## src/common/eprom_prog_pkg.sv

```systemverilog
package eprom_prog_pkg;
  // ==========================================================
  // geometry
  localparam int ADDR_W = 13;
  localparam int BYTE_W = 8;
  localparam int TOP_BIT = 7;     // top byte line position
  localparam int A4_POS = 4;      // addr bit four position
  localparam int A6_POS = 6;      // addr bit six position
  // ==========================================================
  // timing at 20 MHz
  localparam int CLK_NS = 50;
  localparam int SETUP_NS = 1000;          // address/data setup before strobe
  localparam int STROBE_NS = 1000;         // read/verify strobe width
  localparam int PRIME_US = 1000;          // prime pulse, 1 ms
  localparam int SETUP_CYC = (SETUP_NS + CLK_NS - 1) / CLK_NS;
  localparam int STROBE_CYC = (STROBE_NS + CLK_NS - 1) / CLK_NS;
  localparam int PRIME_CYC = (PRIME_US * 1000 + CLK_NS - 1) / CLK_NS;
  localparam int FINAL_MULT = 4;           // final pulse = 4 x prime count
  localparam int MAX_PRIME = 15;
  localparam int CNT_W = 24;
  // ==========================================================
  // commands
  typedef enum logic [2:0] {
    CMD_READ, CMD_PROGRAM, CMD_PROTECT, CMD_PROT_VERIFY, CMD_IDLE
  } cmd_t;
endpackage

```

## src/rtl/eprom_programmer.sv

```systemverilog
// Overview of operation
// - read: select low then pulse strobe low
// - protect only after all programming done
// - protect: all high, bit four, pulse top
// - protect verify always follows protect
// - verify: select, strobe low, bit six low
// - prime pulses verified, fifteen at most
`timescale 1ns/1ps
module eprom_programmer
  import eprom_prog_pkg::*;
#(
  parameter int PRIME_CYCLES = PRIME_CYC
)(
  input  wire logic              ref_clk,
  input  wire logic              reset_n,
  input  wire logic              cmd_valid,
  output logic                   cmd_ready,
  input  wire cmd_t              cmd_op,
  input  wire logic [ADDR_W-1:0] cmd_addr,
  input  wire logic [BYTE_W-1:0] cmd_data,
  input  wire logic              all_programmed,
  output logic                   done,
  output logic [BYTE_W-1:0]      rd_data,
  output logic                   fail,
  output logic                   locked,
  output logic                   select_n,
  output logic                   out_strobe_n,
  output logic                   burn_pulse_n,
  output logic                   test_mode_pin,
  output logic [ADDR_W-1:0]      addr,
  output logic [BYTE_W-1:0]      byte_lines_o,
  output logic [BYTE_W-1:0]      byte_lines_oe,
  input  wire logic [BYTE_W-1:0] byte_lines_i
);
  typedef enum logic [3:0] {
    ST_IDLE, ST_SETUP, ST_RSTROBE, ST_BURN, ST_PVER, ST_FINAL, ST_LOCK_PULSE,
    ST_LVER, ST_DONE
  } state_t;

  state_t            state_q;
  cmd_t              op_q;
  logic [CNT_W-1:0]  cnt_q;
  logic [3:0]        prime_q;
  logic [BYTE_W-1:0] data_q;
  logic [BYTE_W-1:0] sync1_q;
  logic [BYTE_W-1:0] sync2_q;

  function automatic logic [CNT_W-1:0] cyc(input int n);
    cyc = CNT_W'(n - 1);
  endfunction

  // ==========================================================
  // pin input synchroniser
  always_ff @(posedge ref_clk or negedge reset_n)
    if (!reset_n)
    begin
      sync1_q <= 8'h00;
      sync2_q <= 8'h00;
    end
    else
    begin
      sync1_q <= byte_lines_i;
      sync2_q <= sync1_q;
    end

  assign cmd_ready = (state_q == ST_IDLE);
  wire   timeout   = (cnt_q == '0);
  // all bits compared for equality; a one over a burnt zero never matches
  wire   match     = ((sync2_q | data_q) == sync2_q) && ((sync2_q & data_q) == sync2_q);

  // ==========================================================
  // sequencer
  always_ff @(posedge ref_clk or negedge reset_n)
    if (!reset_n)
    begin
      state_q <= ST_IDLE;
      op_q    <= CMD_IDLE;
      cnt_q   <= '0;
      prime_q <= 4'h0;
      data_q  <= 8'h00;
      addr    <= '0;
      rd_data <= 8'h00;
      fail    <= 1'b0;
      locked  <= 1'b0;
      done    <= 1'b0;
    end
    else
    begin
      done <= 1'b0;
      if (!timeout)
        cnt_q <= cnt_q - 1'b1;
      unique case (state_q)
        ST_IDLE:
          // protect refused until programming is declared done
          if (cmd_valid && !(cmd_op == CMD_PROTECT && !all_programmed))
          begin
            op_q    <= cmd_op;
            addr    <= cmd_addr;
            data_q  <= cmd_data;
            prime_q <= 4'h0;
            fail    <= 1'b0;
            cnt_q   <= cyc(SETUP_CYC);
            state_q <= ST_SETUP;
          end
        ST_SETUP:
          if (timeout)
          begin
            unique case (op_q)
              CMD_PROGRAM:
              begin
                cnt_q   <= cyc(PRIME_CYCLES);
                prime_q <= prime_q + 4'h1;
                state_q <= ST_BURN;
              end
              CMD_PROTECT:
              begin
                // bit four high during the lock pulse
                addr[A4_POS] <= 1'b1;
                cnt_q        <= cyc(PRIME_CYCLES);
                state_q      <= ST_LOCK_PULSE;
              end
              CMD_PROT_VERIFY:
              begin
                addr[A6_POS] <= 1'b0;
                cnt_q        <= cyc(STROBE_CYC);
                state_q      <= ST_LVER;
              end
              default:
              begin
                cnt_q   <= cyc(STROBE_CYC);
                state_q <= ST_RSTROBE;
              end
            endcase
          end
        ST_RSTROBE:
          if (timeout)
          begin
            // capture byte at end of strobe
            rd_data <= sync2_q;
            done    <= 1'b1;
            state_q <= ST_IDLE;
          end
        ST_BURN:
          if (timeout)
          begin
            cnt_q   <= cyc(STROBE_CYC);
            state_q <= ST_PVER;
          end
        ST_PVER:
          if (timeout)
          begin
            // retry prime pulses up to fifteen
            if (match)
            begin
              cnt_q   <= CNT_W'(FINAL_MULT * PRIME_CYCLES * prime_q - 1);
              state_q <= ST_FINAL;
            end
            else if (prime_q == 4'(MAX_PRIME))
            begin
              fail    <= 1'b1;
              done    <= 1'b1;
              state_q <= ST_IDLE;
            end
            else
            begin
              prime_q <= prime_q + 4'h1;
              cnt_q   <= cyc(PRIME_CYCLES);
              state_q <= ST_BURN;
            end
          end
        ST_FINAL:
          if (timeout)
          begin
            done    <= 1'b1;
            state_q <= ST_IDLE;
          end
        ST_LOCK_PULSE:
          if (timeout)
          begin
            // protect chains into verify
            // through setup, so select is low before the strobe falls
            addr    <= '0;
            cnt_q   <= cyc(SETUP_CYC);
            op_q    <= CMD_PROT_VERIFY;
            state_q <= ST_SETUP;
          end
        ST_LVER:
          if (timeout)
          begin
            locked  <= ~sync2_q[TOP_BIT];
            done    <= 1'b1;
            state_q <= ST_IDLE;
          end
        default:
          state_q <= ST_IDLE;
      endcase
    end

  // ==========================================================
  // pin levels per state
  always_comb
  begin
    // idle keeps select and burn high, inhibiting writes
    select_n      = 1'b1;
    out_strobe_n  = 1'b1;
    burn_pulse_n  = 1'b1;
    test_mode_pin = 1'b0;
    byte_lines_o  = 8'hff;
    byte_lines_oe = 8'h00;
    unique case (state_q)
      ST_SETUP:
      begin
        select_n      = (op_q == CMD_PROTECT);
        test_mode_pin = (op_q == CMD_PROTECT) || (op_q == CMD_PROT_VERIFY);
        byte_lines_oe = (op_q == CMD_PROGRAM) ? 8'hff : 8'h00;
        byte_lines_o  = data_q;
        // top line parked high
        // a floating top line could burn the lock before the real pulse
        if (op_q == CMD_PROTECT)
        begin
          byte_lines_oe[TOP_BIT] = 1'b1;
          byte_lines_o[TOP_BIT]  = 1'b1;
        end
      end
      ST_RSTROBE:
      begin
        select_n     = 1'b0;
        out_strobe_n = 1'b0;
      end
      ST_BURN, ST_FINAL:
      begin
        select_n      = 1'b0;
        burn_pulse_n  = 1'b0;
        byte_lines_oe = 8'hff;
        byte_lines_o  = data_q;
      end
      ST_PVER:
      begin
        select_n     = 1'b0;
        out_strobe_n = 1'b0;
      end
      ST_LOCK_PULSE:
      begin
        // only top line driven, pulsed low
        test_mode_pin          = 1'b1;
        byte_lines_oe[TOP_BIT] = 1'b1;
        byte_lines_o[TOP_BIT]  = 1'b0;
      end
      ST_LVER:
      begin
        select_n      = 1'b0;
        out_strobe_n  = 1'b0;
        test_mode_pin = 1'b1;
      end
      default:
      begin
        // strobe and burn high, lines floating
        byte_lines_oe = 8'h00;
      end
    endcase
  end
endmodule // eprom_programmer

```

## config.mk

```make
export PLATFORM = sky130hd
export DESIGN_NAME = eprom_programmer
export DESIGN_NICKNAME = d
export VERILOG_FILES = /design/src/common/eprom_prog_pkg.sv /design/src/rtl/eprom_programmer.sv
export SDC_FILE = /design/constraint.sdc
export NUM_CORES = 1
export LEC_CHECK = 0
export ABC_AREA = 1
export BUFFER_PORTS_ARGS = -buffer_cell sky130_fd_sc_hd__buf_2
export CELL_PAD_IN_SITES_DETAIL_PLACEMENT = 1
export CELL_PAD_IN_SITES_GLOBAL_PLACEMENT = 1
export CORE_MARGIN = 4
export CORE_UTILIZATION = 35
export DETAILED_ROUTE_END_ITERATION = 12
export GPL_TIMING_DRIVEN = 1
export PLACE_DENSITY_LB_ADDON = 0.1
export RECOVER_POWER = 50
export SETUP_SLACK_MARGIN = 0.15
export SYNTH_ARGS = -nofsm -noshare
export SYNTH_HDL_FRONTEND = slang
export SYNTH_SLANG_ARGS = --single-unit
export TNS_END_PERCENT = 100
```

## constraint.sdc

```tcl
create_clock -name ref_clk -period 4.37 [get_ports ref_clk]
set_input_delay 1.311 -clock ref_clk [delete_from_list [all_inputs] [get_ports ref_clk]]
set_output_delay 1.311 -clock ref_clk [all_outputs]
set_load 0.01 [all_outputs]
```

=== After elaboration in Yosys (flattened, before gate mapping) ===
Cells that the tools add are included.

* Register bits: 83
* Bits of input ports: 36
* Word-level logic and storage cells: 138

* $add $sub $neg: 3
* Bitwise operators: 3
* $mul: 1
* Muxes and demuxes: 61
* Equal/unequal tests: 26
* Reductions and logical operators: 30

{| class="wikitable"
|+ Operators by type and width
! operator !! number
|-
| 24-bit 2-to-1 mux || 7
|-
| 24-bit case mux with 4 select lines || 1
|-
| 4-bit 2-to-1 mux || 12
|-
| 13-bit 2-to-1 mux || 2
|-
| 24-bit logical NOT || 1
|-
| 4-bit case mux with 6 select lines || 1
|-
| 24-bit by 1-bit subtractor with 24-bit output, second input constant || 1
|-
| 21-bit by 1-bit subtractor with 22-bit output, second input constant || 1
|-
| 2-bit inequality test, second input constant || 10
|-
| 4-bit by 3-bit equality test with 1-bit output, second input constant || 4
|-
| 8-bit equality test || 2
|-
| 1-bit 2-to-1 mux || 16
|-
| 15-bit 2-to-1 mux || 1
|-
| 5-bit AND reduction || 3
|-
| 10-bit by 4-bit multiplier with 14-bit output, first input constant || 1
|-
| 7-bit case mux with 2 select lines || 1
|-
| 1-bit case mux with 2 select lines || 6
|-
| 4-bit case mux with 3 select lines || 1
|-
| 6-bit case mux with 2 select lines || 1
|-
| 3-bit OR reduction || 4
|-
| 3-bit by 2-bit equality test with 1-bit output, second input constant || 3
|-
| 3-bit 2-to-1 mux || 3
|-
| 1-bit case mux with 3 select lines || 3
|-
| 3-bit case mux with 3 select lines || 1
|-
| other kinds (26) || 38
|}

=== Depth between registers and ports, before layout ===
* Depth in word-level cells: 6
* Gate-level depth with buffers: 18
* Mapped depth without buffers: 17

=== Least setup slack after synthesis ===
OpenSTA, ideal clock, no wires.

* Path type: reg2reg
* Start point: reg prime_q[2]
* End point: reg cnt_q[21]
* Library setup time: 0.068 ns
* Setup slack: 1.308 ns
* Arrival time: 2.993 ns
* Path buffers: 1
* Stages on the path, launching flop included: 16
* Period minus slack after synthesis: 3.062 ns
* Path through: dfrtp_1 > clkbuf_1 > inv_1 > fa_1 > inv_1 > ha_1 > fa_1 > inv_1 > nand4_1 > nor2_1 > nand3_1 > nor2_1 > nand2_1 > nand2_1 > nand3_1 > nand3_1

* Cells in the longest elaborated chain, start to end: 5
* Elaborated cells between the ends (all ways): 7
* Those cells by class: add/sub: 1; mul: 1; eq/ne: 1; mux: 4

{| class="wikitable"
|+ RTL lines
! element !! RTL line !! RTL
|-
| start: declaration || eprom_programmer.sv:43 || <nowiki>logic [3:0] prime_q;</nowiki>
|-
| start signal: assignment || eprom_programmer.sv:112 || <nowiki>prime_q <= prime_q + 4'h1;</nowiki>
|-
| start signal: assignment || eprom_programmer.sv:166 || <nowiki>prime_q <= prime_q + 4'h1;</nowiki>
|-
| 10-bit by 4-bit multiplier with 14-bit output / 4-bit equality test (equally long branches) || eprom_programmer.sv:155, eprom_programmer.sv:158 ||
|-
| 21-bit by 1-bit subtractor with 22-bit output / 24-bit 2-to-1 mux (equally long branches) || eprom_programmer.sv:155, eprom_programmer.sv:158 ||
|-
| 24-bit 2-to-1 mux (*) || eprom_programmer.sv:153 || <nowiki>if (match)</nowiki>
|-
| 24-bit 2-to-1 mux (*) || eprom_programmer.sv:150 || <nowiki>if (timeout)</nowiki>
|-
| 24-bit case mux with 4 select lines (*) || eprom_programmer.sv:92 || <nowiki>unique case (state_q)</nowiki>
|-
| end signal: assignment || eprom_programmer.sv:91 || <nowiki>cnt_q <= cnt_q - 1'b1;</nowiki>
|-
| end signal: assignment || eprom_programmer.sv:102 || <nowiki>cnt_q <= cyc(SETUP_CYC);</nowiki>
|-
| end signal: assignment || eprom_programmer.sv:155 || <nowiki>cnt_q <= CNT_W'(FINAL_MULT * PRIME_CYCLES * prime_q - 1);</nowiki>
|-
| end: declaration || eprom_programmer.sv:42 || <nowiki>logic [CNT_W-1:0] cnt_q;</nowiki>
|}

Mark *: on every way between the ends. The rest lies on a longest branch, timed or not.
A chain may end at the register's enable or synchronous reset.

=== Worst setup path after layout ===
Ends and elaborated chain as after synthesis.

==> run summary <==
status -> finished with violations
failing checks -> max-capacitance violations, max-slew violations
worst r2r src -> prime_q[2]
FP Rows -> 44
number of DRC markers in iteration 0 -> 275
Sw Pwr -> 401 uW
CTS Root Cell -> clkbuf_16
synth cell count leaders -> nand2_1, dfrtp_1, inv_1, nor2_1, nand3_1
total power -> 1.68 mW
Setup WS post-layout -> 1.05 ns
area fraction of the dominant cell type after synthesis -> 38.5%
total leakage power -> 3.21 nW
Clock H-tree levels -> 3
final critical-path share of the clock period -> 75.9%
Clock Tree Buf Depth -> 2
vias in the first global route -> 5077
Worst-path clk slew -> 0.07 ns
critical path class -> register to register
top post-synthesis cells by area -> dfrtp_1, nand2_1, inv_1, nand3_1, nor2_1
Net Count, Synth -> 765
Worst Path Max Fanout -> 10
clock power share -> 47.9%
post-synthesis async set-or-reset flop share -> 100%
Fin Hold WS -> 0.351 ns
Tightest Pin Transition -> 1.95 ns
DR vias -> 4780
final setup vio count -> 0
Detailed Place HPWL -> 12.5 mm
Pwr per Cell Area -> 275 nW/um^2
antenna-violating nets left -> 0
hold_buf cts -> 0
post-cts sizing count -> 0
Die Area -> 17100 sq um
Hold Violations, Final -> 0
#FFs+latches synth -> 82
DRT Pass-1 Iters -> 4
sw frac -> 23.9%
Seq pwr share -> 47.0%
Initial Util -> 36.0%
Comb pwr share -> 5.1%
Unique masters post-synth -> 44
fin. max-slew vios -> 72
Synth Cell Area -> 5270 sq um
wire per inst -> 16.3 um
Core ar. -> 14600 sq um
I/O pins -> 81
CP startpoint kind -> register
Placer Congestion -> 0.871
TritonCTS Buffers -> 9
dpl cells -> 958
GRT Util Overall -> 19.7%
P&R area growth vs syn -> 16.2%
Slew headroom -> -29.8%
die height -> 131 um
final routed DRC violation total -> 0
internal power -> 1.28 mW
largest net degree at the start of global routing -> 72
Critical path origin -> prime_q[2]
final setup TNS -> 0 ns
most frequent cell after synthesis -> nand2_1
final core utilization -> 41.8%
Max Cap Violations -> 1
area of placed instances -> 5820 sq um
HP Start -> sync1_q[5]
Fin Clk Skew -> 0.00968 ns
share of cells above drive strength 1 -> 18.2%
initial antenna violation count -> 0
HP Class -> register to register
crit path DAT -> 3.60 ns
CTS sink cnt -> 82
Horiz. Die Dim -> 131 um
synth warn -> 0
Post-CTS Setup Repair Bufs -> 0
fin nets -> 843
CTS tree -> built
Detailed Route WL -> 15.9 mm
Crit. End Element -> register
unrepaired setup endpoints after global routing -> false
fin area -> 6120 sq um
global-route wire length before repair -> 26.2 mm
GRT overflow -> 0
worst-skew pair later-pin latency -> 0.35 ns
I/O Buffers -> 80
fin cells -> 974
Post-synth EDFFs -> 0
pre-CTS WS -> 1.05 ns
sequential share of the synthesized area -> 39.0%
syn avg cell area -> 7.45 sq um
fmax -> 302 MHz
Worst VDD drop -> 0.185 mV
Syn Inst Count -> 707
area leader, netlist -> dfrtp_1
Vias/cell -> 4.91
antenna cell count -> 0
Top FF cell, synth -> dfrtp_1
Tmin final -> 3.32 ns
critical path required time -> 4.65 ns
-- final timing paths --
check | end | slack, ns | cells past startpoint
min reg2reg | sync2_q[5] | 0.35 | 0
min in group asynchronous | cnt_q[15] | 1.43 | 1
max reg2reg | cnt_q[21] | 1.05 | 14
max | cnt_q[21] | 1.05 | 14
max in group asynchronous | data_q[3] | 1.49 | 2
min | sync2_q[5] | 0.35 | 0
-- flip-flops by register name (all words and copies together) (netlist names) --
register	flops
cnt_q	24
op_q	3
fail	1
sync2_q	8
sync1_q	8
done	1
state_q	3
locked	1
rd_data	8
data_q	8
addr	13
prime_q	4
-- logic make-up after synthesis --
| kind of cell | synth area share (%) |
|---|---|
| and+or+nand+nor | 33.7 |
| xor gates and xnor gates | 3.83 |
| muxes | 0.214 |
| DFF | 39.0 |
| AOI/OAI and AO/OA | 9.22 |
| buffers and inverters | 8.44 |
| adders and majority gates | 5.66 |
-- critical path, stage by stage (launching register included) --
cell,delay [ns]
dfrtp_1,0.58
inv_1,0.23
fa_1,0.54
inv_1,0.04
ha_1,0.33
fa_1,0.51
inv_1,0.10
nand4_1,0.12
nor2_1,0.16
nand3_1,0.13
nor2_1,0.16
nand2_1,0.07
nand2_1,0.10
nand3_1,0.10
nand3_1,0.08
-- layout by cell type (no fill, tap or decap), drive strengths merged --
cell and n:
nand3b 2, nor3 7, fa 3, a22o 11
mux2 1, ha 19, nand4 18, inv 91
a21oi 17, xnor2 9, a31oi 4, nand3 57
o21ai 42, buf 77, nor3b 1, dfstp 1
clkinvlp 1, xor2 14, clkbuf 17, nand2 218
a22oi 2, nor2 83, a21boi 2, clkinv 3
and3 1, or2 5, dfrtp 81, a221oi 1
bufinv 1, o21bai 1
-- metal layers --
metal | share of wire (%) | GRT usage [%]
met2 | 46 | 30.9
met5 | 0 | 0
met4 | 1.7 | 5.75
met1 | 49 | 27.6
met3 | 2.8 | 3.98
-- area by class of cell --
class                   count  area (sq um)
inverters                  90           338
clock inverters             6          72.6
well taps                 184           230
flip-flops and latches     82          2050
fillers                  1864          8530
repair buffers             84           420
multi-input cells         518          2760
clock buffers              10           239
-- power by group through the flow --
stage / combinational (mW) / sequential, mW / clock (mW)
finish: 0.0854 / 0.790 / 0.804
global route: 0.0991 / 0.792 / 0.866
CTS: 0.0894 / 0.790 / 0.833
detailed placement: 0.0886 / 0.804 / 0
global placement: 0.0870 / 0.803 / 0
floorplan: 0.0322 / 0.805 / 0
Power figures use the tool's default switching activity.
